$ cat config.mk
export PLATFORM = sky130hd
export DESIGN_NAME = lmbm_top
export DESIGN_NICKNAME = d
export VERILOG_FILES = /design/src/hdl/lmbm_pkg.sv /design/src/hdl/lmbm_qgen.sv /design/src/hdl/lmbm_top.sv
export SDC_FILE = /design/constraint.sdc
export NUM_CORES = 1
export LEC_CHECK = 0
export ABC_AREA = 1
export BUFFER_PORTS_ARGS = -buffer_cell sky130_fd_sc_hd__clkbuf_2
export CORE_MARGIN = 3
export CORE_UTILIZATION = 57
export CTS_CLUSTER_DIAMETER = 80
export DETAILED_ROUTE_END_ITERATION = 7
export PLACE_DENSITY_LB_ADDON = 0.08
export SLEW_MARGIN = 5
export SYNTH_ARGS = -nofsm -noshare
export SYNTH_HDL_FRONTEND = slang
export SYNTH_HIERARCHICAL = 1
export SYNTH_SLANG_ARGS = --single-unit
$ cat constraint.sdc
create_clock -name clk -period 4.7 [get_ports clk]
set_input_delay 0.705 -clock clk [delete_from_list [all_inputs] [get_ports clk]]
set_output_delay 0.705 -clock clk [all_outputs]
set_load 0.1 [all_outputs]
$ cat src/hdl/lmbm_pkg.sv
// constants for the local memory bus multiplexer
package lmbm_pkg;
    // ****************************************
    // register map (apb byte addresses)
    // ****************************************
    localparam logic [11:0] ctrl_off   = 12'h000;
    localparam logic [11:0] addr_off   = 12'h004;
    localparam logic [11:0] data_off   = 12'h008;
    localparam logic [11:0] status_off = 12'h00c;
    localparam logic [11:0] stat_off   = 12'h010;
    // adapter control bits
    localparam int boot_bit  = 0;
    localparam int halt_bit  = 1;
    localparam int reset_bit = 2;
    localparam int go_bit    = 3;
    // ****************************************
    // timing
    // ****************************************
    localparam int clk_mhz      = 125;
    localparam int bus4_khz     = 4000;
    localparam int bus6_khz     = 6000;
    // quarter length in clk cycles, rounded down
    localparam int q4_cyc = (clk_mhz * 1000) / (bus4_khz * 4);
    localparam int q6_cyc = (clk_mhz * 1000) / (bus6_khz * 4);
    localparam logic [7:0] q4_cnt = 8'(q4_cyc - 1);
    localparam logic [7:0] q6_cnt = 8'(q6_cyc - 1);
    localparam logic [1:0] q_first  = 2'h0;
    localparam logic [1:0] q_second = 2'h1;
    localparam logic [1:0] q_last   = 2'h3;
    // memory chapters that follow the boot pin
    localparam logic [4:0] chap_lo = 5'h00;
    localparam logic [4:0] chap_hi = 5'h1f;
    typedef enum logic [1:0] {lmbm_idle, lmbm_run} lmbm_state_e;
endpackage

$ cat src/hdl/lmbm_qgen.sv
// quarter-cycle enable divider for the local bus
`timescale 1ns/1ps
module lmbm_qgen (
    // clock and reset
    input  wire logic       clk,
    input  wire logic       sys_rst,
    // control
    input  wire logic       run,
    input  wire logic       fast,
    // quarter tick
    output logic            q_tick
);
    logic [7:0] cnt_q;
    logic [7:0] cnt_d;
    logic [7:0] lim;
    logic       tick_d;

    // ****************************************
    // divider
    // ****************************************
    always_comb begin
        lim    = fast ? lmbm_pkg::q6_cnt : lmbm_pkg::q4_cnt;
        tick_d = 1'b0;
        cnt_d  = cnt_q;
        if (!run) begin
            // preloaded so the first quarter is not one clock longer than the others
            cnt_d = 8'h01;
        end else if (cnt_q >= lim) begin
            cnt_d  = 8'h00;
            tick_d = 1'b1;
        end else begin
            cnt_d = cnt_q + 8'h01;
        end
    end

    always_ff @(posedge clk or posedge sys_rst) begin
        if (sys_rst) begin
            cnt_q  <= 8'h00;
            q_tick <= 1'b0;
        end else begin
            cnt_q  <= cnt_d;
            q_tick <= tick_d;
        end
    end
endmodule

$ cat src/hdl/lmbm_top.sv
// local memory bus sequencer with apb control
// Functional notes
// - reset or the adapter reset bit loads the boot pin into the boot bit.
// - chapters 0 and 31 are ram when the boot bit is high, rom when low.
// - with ram boot no bus cycle starts until the halt bit is cleared.
// - the divide select and speed choose the local bus rate.
// - high byte bus carries ext bit four and a0-a6, status, then d0-d7.
// - low byte bus carries a7-a14, ext bit four and a0-a6, then d8-d15.
// - line zero of each byte bus is the most significant bit.
// - the latch strobe pulses at cycle start and falls with address valid.
// - ext line zero carries ext bit zero, then address bit 12.
// - ext line two carries ext bit two, then address bit 14.
// - high parity line carries ext bits one, zero, then high parity.
// - low parity line carries ext bits three, two, then low parity.
//
// Implementation choices: the register addresses and register access over APB.
`timescale 1ns/1ps
module lmbm_top (
    // clock and reset
    input  wire logic        clk,
    input  wire logic        sys_rst,
    // straps
    input  wire logic        boot_memory_select_pin,
    input  wire logic        clock_divide_select,
    // apb slave
    input  wire logic        psel,
    input  wire logic        penable,
    input  wire logic        pwrite,
    input  wire logic [11:0] paddr,
    input  wire logic [31:0] pwdata,
    output logic [31:0]      prdata,
    output logic             pready,
    output logic             pslverr,
    // local memory pins
    output logic [7:0]       high_byte_bus,
    output logic [7:0]       low_byte_bus,
    output logic             address_latch_strobe,
    output logic             ext_addr_line_zero,
    output logic             ext_addr_line_two,
    output logic             high_ext_parity_line,
    output logic             low_ext_parity_line,
    output logic             chapter_is_ram
);
    // ****************************************
    // state
    // ****************************************
    lmbm_pkg::lmbm_state_e st_q, st_d;
    logic [3:0]  ctrl_q, ctrl_d;
    logic [19:0] addr_q, addr_d;
    logic [15:0] data_q, data_d;
    logic [7:0]  status_q, status_d;
    logic [1:0]  qtr_q, qtr_d;
    logic [15:0] done_q, done_d;
    logic        boot_load_q, boot_load_d;
    logic        q_tick;
    logic        run;
    logic [31:0] rd_d;
    logic        err_d;
    logic        wr_en;
    logic        rd_en;
    logic [7:0]  hb_d, lb_d;
    logic        al_d, x0_d, x2_d, ph_d, pl_d;

    // reverses bit order so bit 0 lands on line 7
    function automatic logic [7:0] rev8(input logic [7:0] v);
        for (int i = 0; i < 8; i++) begin
            rev8[i] = v[7 - i];
        end
    endfunction

    assign run   = (st_q == lmbm_pkg::lmbm_run);
    assign wr_en = psel && penable && pwrite;
    assign rd_en = psel && !penable && !pwrite;

    lmbm_qgen u_qgen (
        .clk     (clk),
        .sys_rst (sys_rst),
        .run     (run),
        .fast    (!clock_divide_select && ctrl_q[lmbm_pkg::go_bit]),
        .q_tick  (q_tick)
    );

    // ****************************************
    // control and apb
    // ****************************************
    always_comb begin
        ctrl_d      = ctrl_q;
        addr_d      = addr_q;
        data_d      = data_q;
        status_d    = status_q;
        boot_load_d = 1'b0;
        rd_d        = 32'h0000_0000;
        err_d       = 1'b0;
        if (wr_en) begin
            case (paddr)
                lmbm_pkg::ctrl_off:   ctrl_d   = pwdata[3:0];
                lmbm_pkg::addr_off:   addr_d   = pwdata[19:0];
                lmbm_pkg::data_off:   data_d   = pwdata[15:0];
                lmbm_pkg::status_off: status_d = pwdata[7:0];
                lmbm_pkg::stat_off:   err_d    = 1'b1;
                default:              err_d    = 1'b1;
            endcase
            // boot bit is read-only, software writes keep its current value
            ctrl_d[lmbm_pkg::boot_bit] = ctrl_q[lmbm_pkg::boot_bit];
        end
        if (rd_en) begin
            case (paddr)
                lmbm_pkg::ctrl_off:   rd_d = {28'h0, ctrl_q};
                lmbm_pkg::addr_off:   rd_d = {12'h0, addr_q};
                lmbm_pkg::data_off:   rd_d = {16'h0, data_q};
                lmbm_pkg::status_off: rd_d = {24'h0, status_q};
                lmbm_pkg::stat_off:   rd_d = {done_q, 14'h0, qtr_q};
                default:              rd_d = 32'h0000_0000;
            endcase
        end
        if (ctrl_q[lmbm_pkg::reset_bit]) begin
            boot_load_d                 = 1'b1;
            ctrl_d[lmbm_pkg::reset_bit] = 1'b0;
        end
        if (boot_load_q) begin
            ctrl_d[lmbm_pkg::boot_bit] = boot_memory_select_pin;
        end
    end

    always_ff @(posedge clk or posedge sys_rst) begin
        if (sys_rst) begin
            ctrl_q      <= 4'h2;
            addr_q      <= 20'h00000;
            data_q      <= 16'h0000;
            status_q    <= 8'h00;
            boot_load_q <= 1'b1;
            prdata      <= 32'h0000_0000;
            pslverr     <= 1'b0;
            pready      <= 1'b0;
        end else begin
            ctrl_q      <= ctrl_d;
            addr_q      <= addr_d;
            data_q      <= data_d;
            status_q    <= status_d;
            boot_load_q <= boot_load_d;
            if (rd_en) begin
                prdata <= rd_d;
            end
            pslverr <= (psel && !penable) &&
                       !(paddr == lmbm_pkg::ctrl_off ||
                         paddr == lmbm_pkg::addr_off ||
                         paddr == lmbm_pkg::data_off ||
                         paddr == lmbm_pkg::status_off ||
                         (paddr == lmbm_pkg::stat_off && !pwrite));
            pready  <= psel && !penable;
        end
    end

    // ****************************************
    // cycle sequencer
    // ****************************************
    always_comb begin
        st_d   = st_q;
        qtr_d  = qtr_q;
        done_d = done_q;
        case (st_q)
            lmbm_pkg::lmbm_idle: begin
                if (!(ctrl_q[lmbm_pkg::boot_bit] &&
                      ctrl_q[lmbm_pkg::halt_bit]) && !boot_load_q) begin
                    st_d  = lmbm_pkg::lmbm_run;
                    qtr_d = lmbm_pkg::q_first;
                end
            end
            lmbm_pkg::lmbm_run: begin
                if (q_tick) begin
                    qtr_d = qtr_q + 2'h1;
                    if (qtr_q == lmbm_pkg::q_last) begin
                        done_d = done_q + 16'h0001;
                        if (ctrl_q[lmbm_pkg::boot_bit] &&
                            ctrl_q[lmbm_pkg::halt_bit]) begin
                            st_d = lmbm_pkg::lmbm_idle;
                        end
                    end
                end
            end
            default: st_d = lmbm_pkg::lmbm_idle;
        endcase
    end

    always_ff @(posedge clk or posedge sys_rst) begin
        if (sys_rst) begin
            st_q   <= lmbm_pkg::lmbm_idle;
            qtr_q  <= 2'h0;
            done_q <= 16'h0000;
        end else begin
            st_q   <= st_d;
            qtr_q  <= qtr_d;
            done_q <= done_d;
        end
    end

    // ****************************************
    // pin multiplexer
    // ****************************************
    always_comb begin
        hb_d = 8'h00;
        lb_d = 8'h00;
        x0_d = 1'b0;
        x2_d = 1'b0;
        ph_d = 1'b0;
        pl_d = 1'b0;
        al_d = (qtr_d == lmbm_pkg::q_first) &&
               (st_d == lmbm_pkg::lmbm_run);
        if (st_d == lmbm_pkg::lmbm_run) begin
            x0_d = (qtr_d == lmbm_pkg::q_first) ? addr_q[16] : addr_q[12];
            x2_d = (qtr_d == lmbm_pkg::q_first) ? addr_q[18] : addr_q[14];
            case (qtr_d)
                // address quarter, msb on line zero
                2'h0: begin
                    hb_d = rev8({addr_q[6:0], addr_q[15]});
                    lb_d = rev8(addr_q[14:7]);
                    ph_d = addr_q[17];
                    pl_d = addr_q[19];
                end
                2'h1: begin
                    hb_d = rev8(status_q);
                    lb_d = rev8({addr_q[6:0], addr_q[15]});
                    ph_d = addr_q[16];
                    pl_d = addr_q[18];
                end
                default: begin
                    hb_d = rev8(data_q[7:0]);
                    lb_d = rev8(data_q[15:8]);
                    ph_d = ^data_q[7:0];
                    pl_d = ^data_q[15:8];
                end
            endcase
        end
    end

    always_ff @(posedge clk or posedge sys_rst) begin
        if (sys_rst) begin
            high_byte_bus        <= 8'h00;
            low_byte_bus         <= 8'h00;
            address_latch_strobe <= 1'b0;
            ext_addr_line_zero   <= 1'b0;
            ext_addr_line_two    <= 1'b0;
            high_ext_parity_line <= 1'b0;
            low_ext_parity_line  <= 1'b0;
            chapter_is_ram       <= 1'b0;
        end else begin
            high_byte_bus        <= hb_d;
            low_byte_bus         <= lb_d;
            address_latch_strobe <= al_d;
            ext_addr_line_zero   <= x0_d;
            ext_addr_line_two    <= x2_d;
            high_ext_parity_line <= ph_d;
            low_ext_parity_line  <= pl_d;
            chapter_is_ram       <= ctrl_q[lmbm_pkg::boot_bit] &&
                                    (addr_q[19:15] == lmbm_pkg::chap_lo ||
                                     addr_q[19:15] == lmbm_pkg::chap_hi);
        end
    end
endmodule

# After elaboration in Yosys (flattened, before gate mapping)
# Cells that the tools add are included.
[totals]
wordCells = 103
in_bits = 51
out_inout_bits = 56
reg_bits = 134
[op_classes]
n_reduce_logical = 36
muxes = 31
n_eq_ne = 9
add_sub_neg = 3
order_cmp = 1
[op_table]
columns = ["operator", "count"]
rows = [
  ["$pmux W32 S5", 1],
  ["$mux W8", 4],
  ["$pmux W8 S2", 2],
  ["$eq A12 B4 Y1 const B", 2],
  ["$add A16 B1 Y16 const B", 1],
  ["$reduce_xor A8 Y1", 2],
  ["$mux W2", 7],
  ["$eq A12 B3 Y1 const B", 1],
  ["$eq A12 B5 Y1 const B", 1],
  ["$logic_not A12 Y1", 1],
  ["$logic_and A1 B1 Y1", 11],
  ["$mux W1", 11],
  ["$reduce_and A2 Y1", 5],
  ["$add A8 B1 Y8 const B", 1],
  ["$ge A8 B8 Y1", 1],
  ["$pmux W2 S2", 2],
  ["$eq A2 B1 Y1 const B", 3],
  ["$logic_not A1 Y1", 6],
  ["$mux W3", 2],
  ["$eq A5 B5 Y1 const B", 1],
  ["$logic_not A5 Y1", 1],
  ["$logic_or A1 B1 Y1", 5],
  ["$logic_not A2 Y1", 2],
  ["$pmux W1 S2", 2],
  ["4 further kinds", 5],
]

# Longest topological paths before layout
# Gate-level depths: netlist of run 1.
[depth]
word_depth = 8
mapped_depth = 11
ltp_nobuf = 11

# Cells and area by module
# The synthesis of run 1 kept the hierarchy.
[modules_own_cells]
columns = ["mod", "area_per_inst_um2", "n_inst", "cells_each", "seq_area_each_um2"]
rows = [
  ["lmbm_top", 6143.4, 1, 742, 3130.5],
  ["lmbm_qgen", 369.1, 1, 34, 225.2],
]

# Worst setup path after synthesis of run 1
# Ideal clock, no wire load.
[synth_path]
path_type = "input to register"
from = "input port paddr[11]"
to = "register addr_q[15]"
setup_time_ps = 117
arrival_ps = 1630
cell_stages = 7
setup_slack_ps = 2953
required_time_ps = 4583
path_buffers = 1
path_cell_list = "nor2_1 nand2_2 nor3_4 nand2_2 buf_2 nand2_1 nand2_1"
[synth_via]
elab_chain_cells = 2
[synth_lines]
columns = ["item", "line_no", "text"]
rows = [
  ["from (decl)", "lmbm_top.sv:29", "input wire logic [11:0] paddr,"],
  ["$eq A12 B3 Y1", "lmbm_top.sv:95", "case (paddr)"],
  ["$reduce_and A2 Y1 (no source line)", "--", ""],
  ["to (signal assigned)", "lmbm_top.sv:137", "addr_q <= addr_d;"],
  ["to (decl)", "lmbm_top.sv:49", "logic [19:0] addr_q, addr_d;"],
]
# No other way between the ends.
# A chain may end at the register's enable or synchronous reset.

# Final worst setup path of run 1
[layout_path]
from = "register qtr_q[1]"
to = "register low_byte_bus[3]"
[layout_via]
elab_chain_cells = 6
elab_cells_between_ends = 13
cone_classes = "add/sub (1); eq/ne (3); mux (8); reduce/logical (1)"
[layout_lines]
columns = ["item", "line_no", "text"]
rows = [
  ["from (decl)", "lmbm_top.sv:52", "logic [1:0] qtr_q, qtr_d;"],
  ["from (signal assigned)", "lmbm_top.sv:192", "qtr_q <= qtr_d;"],
  ["$add A2 B1 Y2 / $eq A2 B2 Y1 (equally long branches)", "lmbm_top.sv:171, lmbm_top.sv:172", ""],
  ["$mux W2, on equally long branches", "lmbm_top.sv:170, lmbm_top.sv:172", ""],
  ["$pmux W2 S2 / $mux W2 (equally long branches)", "lmbm_top.sv:161, lmbm_top.sv:170", ""],
  ["$eq A2 B1 Y1 (tied with other cells)", "lmbm_top.sv:212", "case (qtr_d)"],
  ["$pmux W8 S2 / $eq A2 B1 Y1 (equally long branches)", "lmbm_top.sv:212, lmbm_top.sv:209", ""],
  ["$mux W8 (*)", "lmbm_top.sv:209", "if (st_d == lmbm_pkg::lmbm_run) begin"],
  ["net lb_d[3]", "lmbm_top.sv:61", "logic [7:0] hb_d, lb_d;"],
  ["to (signal assigned)", "lmbm_top.sv:248", "low_byte_bus <= lb_d;"],
  ["to (decl)", "lmbm_top.sv:36", "output logic [7:0] low_byte_bus,"],
]
# Mark *: on every way through the listed nets, which the timed path passes. The rest lies on a longest branch.

==> run summary, run 1 <==
CP cell instances - ha_1 > inv_1 > nand2_1 > nand2_1 > nand3_4 > nand2_4 > nand2_2 > o22ai_1 > nor2_1
Drt pass-1 iters - 5
Sequential-to-total area share from yosys stat - 0.515
Asr flop ratio synth - 1.00
Setup tns final - 0 ns
Post-cts sizing count - 0
Critical Path AT - 2.63 ns
Tmin final - 2.34 ns
GPL Wtd Cong - 0.917
Total GRT Usage - 0.273
Area grow syn2layout - 17.1%
CTS Hold Bufs - 0
Fill count - 930
IO buf count - 94
Leak - 4.04 nW
Ys Warns - 6
CTS Sinks - 134
Chip Width - 113 µm
Post-route DRC - 0
Kind of critical path - flip-flop to flip-flop
RSZ-0062 raised after global routing - no
Max Clk Rate - 427 MHz
Final setup viols - 0
Relative slew margins - 0.432
Worst-Margin Slew - 0.849 ns
Worst path buffer plus inverter count - 1
Max Slew Vio Count - 0
CTS tree - built
Yosys reg bits - 134
Met2 WL - 8.12 mm
Top Metal Used - met4
HP Class - input pin to async pin
# diodes - 0
Total CTS buffers - 17
Cell variety after synth - 43
Antenna-violating nets left - 0
Die Footprint - 0.0127 mm²
Hold Vio Cnt, Final - 0
Effective utilization at floorplan - 0.593
Setup WS pre-CTS - 2.01 ns
Row count - 38
CP endpoint kind - flip-flop
CTS H-tree lvls - 4
Status - finished clean
Die height - 113 µm
Iteration-0 DRC Markers - 534
Post-synth EDFFs - 0
Mapped cell area - 0.00651 mm²
Layout cells sized above 1 - 0.200
Clock skew - 0.00879 ns
Crit-path max FO - 31
PD cells - 358 mW/mm²
Max incr delay on CP - 0.47 ns
Peak VDD IR - 212 µV
DR vias - 5,647
Startpoint Class - flip-flop
Nets - 926
DP HPWL - 11.5 mm
Cell family with the largest share of critical-path delay - simple AND/OR/NAND/NOR gates
Setup bufs post-CTS - 0
Gr ovfl total - 0
Largest net degree at the start of global routing - 58
WL final - 16.5 mm
Final core utilization - 0.694
Initial antenna violation count - 0
WL met3 - 1.18 mm
Cells after Synth - 776
Top_reg_cell synth - dfrtp_1
Syn avg cell area - 8.39 µm²
Clock latency at the later pin of the worst-skew pair - 0.42 ns
CTS root buffer - clkbuf_16
DR vias/cell - 5.52
Drt wl/cell - 16.1 µm
Core Region - 0.0110 mm²
Crit path max-delay cell type - dfrtp_1
Crit share post-route - 0.498
Vias in the first global route - 5,491
I/O pin count - 107
First-pass GRT wire length - 27.4 mm
Required @ worst endpoint - 4.99 ns
Wl on met1 - 6.95 mm
Setup ws final - 2.36 ns
Clock slew at reported path FFs - 0.05 ns
Max clock buf depth - 2
Most common cell on crit path - nand2_1
Max Cap Viol - 0
[cell usage in the layout (no fill, tap or decap), types with 5 or more instances in the layout]
| cell type | synthesis | final |
|---|---|---|
| o21a_1 | 7 | 7 |
| nor3_1 | 8 | 8 |
| conb_1 | 2 | 5 |
| clkbuf_2 | 0 | 94 |
| xor2_1 | 14 | 14 |
| nand2_1 | 238 | 238 |
| clkbuf_16 | 0 | 17 |
| nor2_2 | 6 | 6 |
| o21ai_1 | 38 | 38 |
| nand4_1 | 12 | 12 |
| xnor2_1 | 7 | 7 |
| nand2_2 | 9 | 9 |
| nand3_1 | 86 | 86 |
| inv_1 | 77 | 76 |
| nor2_1 | 30 | 30 |
| dfrtp_1 | 132 | 132 |
| o31ai_1 | 9 | 9 |
| nor2_4 | 9 | 9 |
| inv_2 | 9 | 9 |
| clkinv_2 | 0 | 6 |
| o21ai_0 | 19 | 19 |
[sequential cells by signal, indices dropped and copies added (netlist names), 2 cells and up]
register       count
prdata            32
addr_q            20
data_q            16
done_q            16
high_byte_bus      8
low_byte_bus       8
status_q           8
u_qgen/cnt_q       8
ctrl_q             4
qtr_q              2
st_q               2
[cell usage after synthesis (2+ instances only)]
cell / n / share of area
a21boi_1: 3 / 0.0035
a31oi_1: 2 / 0.0019
buf_2: 11 / 0.0085
buf_4: 5 / 0.0058
buf_6: 2 / 0.0035
clkbuf_1: 6 / 0.0035
conb_1: 2 / 0.0012
dfrtp_1: 132 / 0.51
dfstp_2: 2 / 0.0081
ha_1: 4 / 0.0077
inv_1: 77 / 0.044
inv_2: 9 / 0.0052
nand2_1: 238 / 0.14
nand2_2: 9 / 0.0086
nand2_4: 2 / 0.0035
nand3_1: 86 / 0.066
nand3b_1: 3 / 0.0035
nand4_1: 12 / 0.012
nand4_2: 2 / 0.0038
nor2_1: 30 / 0.017
nor2_2: 6 / 0.0058
nor2_4: 9 / 0.016
nor3_1: 8 / 0.0061
nor3_4: 2 / 0.0050
o211ai_1: 4 / 0.0046
o21a_1: 7 / 0.0081
o21ai_0: 19 / 0.015
o21ai_1: 38 / 0.029
o22ai_1: 4 / 0.0038
o31ai_1: 9 / 0.010
or2_2: 2 / 0.0019
xnor2_1: 7 / 0.0094
xor2_1: 14 / 0.019
[layer usage]
| layer | up-vias | GRT usage |
|---|---|---|
| li1 | 2681 | - |
| met1 | 2729 | 0.365 |
| met2 | 208 | 0.440 |
| met3 | 29 | 0.0701 |
| met4 | 0 | 0.0889 |
| met5 | - | 0 |
[area by class of cell]
type                    count  area [µm²]  share of cell area
flip-flops and latches    134        3360               0.440
multi-input cells         533        2700               0.354
repair buffers             98         500              0.0656
clock buffers              21         460              0.0604
inverters                  87         329              0.0432
well taps                 140         175              0.0230
clock inverters            10         105              0.0138
[worst paths after layout]
path / cells past startpoint / start / to / slack [ns]
setup / recovery: 9 / qtr_q[1]$_DFF_PP0_ / low_byte_bus[3]$_DFF_PP0_ / 2.36
hold / removal: 2 / sys_rst / u_qgen/cnt_q[0]$_DFF_PP0_ / 0.26
setup reg to reg: 9 / qtr_q[1]$_DFF_PP0_ / low_byte_bus[3]$_DFF_PP0_ / 2.36
hold reg to reg: 0 / ctrl_q[2]$_DFFE_PP0P_ / boot_load_q$_DFF_PP1_ / 0.40
max in group asynchronous: 3 / sys_rst / addr_q[18]$_DFFE_PP0P_ / 3.34
min in group clk: 0 / ctrl_q[2]$_DFFE_PP0P_ / boot_load_q$_DFF_PP1_ / 0.40
[stage by stage]
step	hold WS, ns	total power [mW]	std cells	area (µm²)
floorplan	0.376	1.40	779	6520
global route	0.294	2.82	1023	7630
CTS	0.272	2.74	1023	7630
detailed placement	0.393	1.47	992	7060
global placement	0.392	1.46	992	7060
finish	0.263	2.73	1023	7630
[report_power, final]
group / switching (mW) / leakage, nW / internal, mW
Clock: 0.479 / 0.278 / 0.799
Combinational: 0.215 / 2.01 / 0.0506
Sequential: 0.0124 / 1.74 / 1.17
Total: 0.707 / 4.04 / 2.02
[kinds of logic after synthesis]
group / Yosys count / synth area share
flip-flops: 134 / 0.515
other: 2 / 0.00115
adder cells (fa/ha/maj): 4 / 0.00769
buffers and inverters: 112 / 0.0719
XOR/XNOR: 21 / 0.0282
AND/OR/NAND/NOR: 413 / 0.293
AO/OA/AOI/OAI: 90 / 0.0824
(Power assumes the default switching activity.)
==> run 2, diff against run 1 <==
--- a/config.mk
+++ b/config.mk
@@ -8,7 +8,7 @@
 export ABC_AREA = 1
 export BUFFER_PORTS_ARGS = -buffer_cell sky130_fd_sc_hd__clkbuf_2
 export CORE_MARGIN = 3
-export CORE_UTILIZATION = 57
+export CORE_UTILIZATION = 51
 export CTS_CLUSTER_DIAMETER = 80
 export DETAILED_ROUTE_END_ITERATION = 7
 export PLACE_DENSITY_LB_ADDON = 0.08
==> constraint.sdc (replaced) <==
create_clock -name clk -period 2.1 [get_ports clk]
set_input_delay 0.315 -clock clk [delete_from_list [all_inputs] [get_ports clk]]
set_output_delay 0.315 -clock clk [all_outputs]
set_load 0.1 [all_outputs]
==> run 2 against run 1 <==
  * Final area rose by 2.3%
  * Clock skew is 0.0024 ns lower
  * Maximum frequency increased by 22%
  * Setup slack got worse by 2.2 ns
  * Highest routed layer unchanged
  * Sequential share of layout area decreased by 0.98 points
  * Die area is 11% higher
  * Critical path type unchanged
  * Critical endpoint is now high_ext_parity_line$_DFF_PP0_
  * Critical path depth up 2
  * Core utilization fell by 5.8 points
==> run summary, run 2 (synthesis gave the netlist of run 1 again) <==
Post-route DRC - 0 (unchanged)
GPL Wtd Cong - 0.907 (was 0.917)
PD cells - 756 mW/mm² (was 358 mW/mm²)
HP Class - input pin to flip-flop (was input pin to async pin)
Setup ws final - 0.186 ns (was 2.36 ns)
Max reg flops - 32 (unchanged)
Final core utilization - 0.636 (was 0.694)
Largest net degree at the start of global routing - 85 (was 58)
WL final - 16.4 mm (was 16.5 mm)
Crit path max-delay cell type - dfrtp_1 (unchanged)
Area grow syn2layout - 19.8% (was 17.1%)
Leak - 4.11 nW (was 4.04 nW)
Wl on met1 - 6.95 mm (about the same)
# diodes - 0 (unchanged)
CTS H-tree lvls - 4 (unchanged)
Most common library cell in the layout ignoring fill and taps - nand2_1 (unchanged)
WL met3 - 1.08 mm (was 1.18 mm)
Setup tns final - 0 ns (unchanged)
Total GRT Usage - 0.246 (was 0.273)
Critical Path AT - 2.26 ns (was 2.63 ns)
CP endpoint kind - flip-flop (unchanged)
Drt wl/cell - 15.4 µm (was 16.1 µm)
Clk network pwr share - 0.445 (was 0.468)
Iteration-0 DRC Markers - 459 (was 534)
Effective utilization at floorplan - 0.531 (was 0.593)
Final setup viols - 0 (unchanged)
Relative slew margins - 0.625 (was 0.432)
Hold Vio Cnt, Final - 0 (unchanged)
Max clock buf depth - 2 (unchanged)
Crit share post-route - 0.911 (was 0.498)
Layout cells sized above 1 - 0.210 (was 0.200)
I/O pin count - 107 (unchanged)
Max Slew Vio Count - 0 (unchanged)
DR vias/cell - 5.21 (was 5.52)
CTS Sinks - 134 (unchanged)
Max Clk Rate - 523 MHz (was 427 MHz)
Clock latency at the later pin of the worst-skew pair - 0.42 ns (about the same)
Chip Width - 119 µm (was 113 µm)
DR vias - 5,566 (was 5,647)
CTS root buffer - clkbuf_16 (unchanged)
Met2 WL - 7.97 mm (was 8.12 mm)
Final Power - 5.89 mW (was 2.73 mW)
Crit-path max FO - 9 (was 31)
Nets - 943 (was 926)
Combinational Power Share - 0.105 (was 0.097)
Tmin final - 1.91 ns (was 2.34 ns)
Startpoint Class - flip-flop (unchanged)
Total CTS buffers - 17 (unchanged)
Most frequent cells in the layout - nand2_1, dfrtp_1, clkbuf_2 (unchanged)
Core Region - 0.0123 mm² (was 0.0110 mm²)
CP cell instances - ha_1 > inv_1 > nand2_1 > nand2_1 > nand3_4 > nand2_4 > buf_4 > inv_2 > nand3_1 > nand2_1 > nor2_1 (was ha_1 > inv_1 > nand2_1 > nand2_1 > nand3_4 > nand2_4 > nand2_2 > o22ai_1 > nor2_1)
Seq pwr share - 0.451 (was 0.434)
Net Sw Frac - 0.256 (was 0.259)
Required @ worst endpoint - 2.44 ns (was 4.99 ns)
Die height - 119 µm (was 113 µm)
Top Registers - prdata (32), addr_q (20) (unchanged)
Clock slew at reported path FFs - 0.05 ns (about the same)
Max incr delay on CP - 0.43 ns (was 0.47 ns)
Initial antenna violation count - 0 (unchanged)
Most common cell on crit path - nand2_1 (unchanged)
Top Metal Used - met4 (unchanged)
Setup WS pre-CTS - 0.239 ns (was 2.01 ns)
First-pass GRT wire length - 27.3 mm (was 27.4 mm)
Vias in the first global route - 5,469 (was 5,491)
DP HPWL - 12.1 mm (was 11.5 mm)
Worst-Margin Slew - 0.560 ns (was 0.849 ns)
Largest Register - prdata (unchanged)
IO buf count - 94 (unchanged)
Reg2Reg Setup Slack - 0.19 ns (was 2.36 ns)
Drt pass-1 iters - 5 (unchanged)
Kind of critical path - flip-flop to flip-flop (unchanged)
Fill count - 1,069 (was 930)
Max Cap Viol - 0 (unchanged)
NetSw - 1.51 mW (was 0.707 mW)
Clock skew - 0.00639 ns (was 0.00879 ns)
Int Power - 4.38 mW (was 2.02 mW)
Die Footprint - 0.0142 mm² (was 0.0127 mm²)
Antenna-violating nets left - 0 (unchanged)
Status - finished clean (unchanged)
CTS tree - built (unchanged)
Row count - 40 (was 38)
Setup bufs post-CTS - 0 (unchanged)
RSZ-0062 raised after global routing - no (unchanged)
Peak VDD IR - 481 µV (was 212 µV)
Gr ovfl total - 0 (unchanged)
==> run 2: metrics by stage <==
| step | instance area [µm²] | hold slack, ns | std cells |
|---|---|---|---|
| after floorplan | 6530 | 0.143 | 779 |
| after global placement | 7270 | 0.308 | 1036 |
| after detailed placement | 7270 | 0.327 | 1036 |
| after CTS | 7800 | 0.118 | 1068 |
| after global routing | 7800 | 0.129 | 1068 |
| final | 7800 | 0.128 | 1068 |
==> run 2: final timing paths <==
| path | start | endpoint | cells past startpoint |
|---|---|---|---|
| setup / recovery | qtr_q[1]$_DFF_PP0_ | high_ext_parity_line$_DFF_PP0_ | 11 |
| hold / removal | pwdata[13] | data_q[13]$_DFFE_PP0P_ | 3 |
| setup reg to reg | qtr_q[1]$_DFF_PP0_ | high_ext_parity_line$_DFF_PP0_ | 11 |
| hold reg to reg | ctrl_q[2]$_DFFE_PP0P_ | boot_load_q$_DFF_PP1_ | 0 |
| max in group asynchronous | sys_rst | prdata[5]$_DFFE_PP0P_ | 4 |
| min in group asynchronous | sys_rst | u_qgen/cnt_q[5]$_DFF_PP0_ | 3 |
==> run 2: cell type report <==
class | count | area (µm²) | share of cell area
inverters | 87 | 330 | 0.0423
flip-flops and latches | 134 | 3360 | 0.430
well taps | 168 | 210 | 0.0269
multi-input cells | 533 | 2700 | 0.346
repair buffers | 115 | 681 | 0.0873
clock buffers | 27 | 503 | 0.0645
clock inverters | 4 | 20.0 | 0.00257
==> run 2: power by group through the flow <==
stage          sequential [mW]  clock, mW  combinational [mW]
2_1_floorplan             2.89          0               0.240
3_3_place_gp              2.70          0               0.610
3_5_place_dp              2.70          0               0.617
4_1_cts                   2.66       2.67               0.622
5_1_grt                   2.66       2.80               0.666
6_report                  2.66       2.62               0.616
==> run 2: layer usage <==
layer,vias up,global-route usage
met2,191,0.396
met4,0,0.105
li1,2726,-
met5,-,0
met1,2617,0.318
met3,32,0.0584
==> run 2: critical path, delay by kind of cell, from the launching register on <==
family	cells	cell delay (ns)
adders and majority gates	1	0.30
buffers and inverters	3	0.38
and+or+nand+nor	7	0.73
DFF	1	0.43
==> run 2: what timing repair did <==
| action | 4_1_cts | 5_1_grt |
|---|---|---|
| endpoints found under the hold margin | 9 | 0 |
| hold buffers | 1 | 0 |
| gates resized for setup | 0 | 0 |
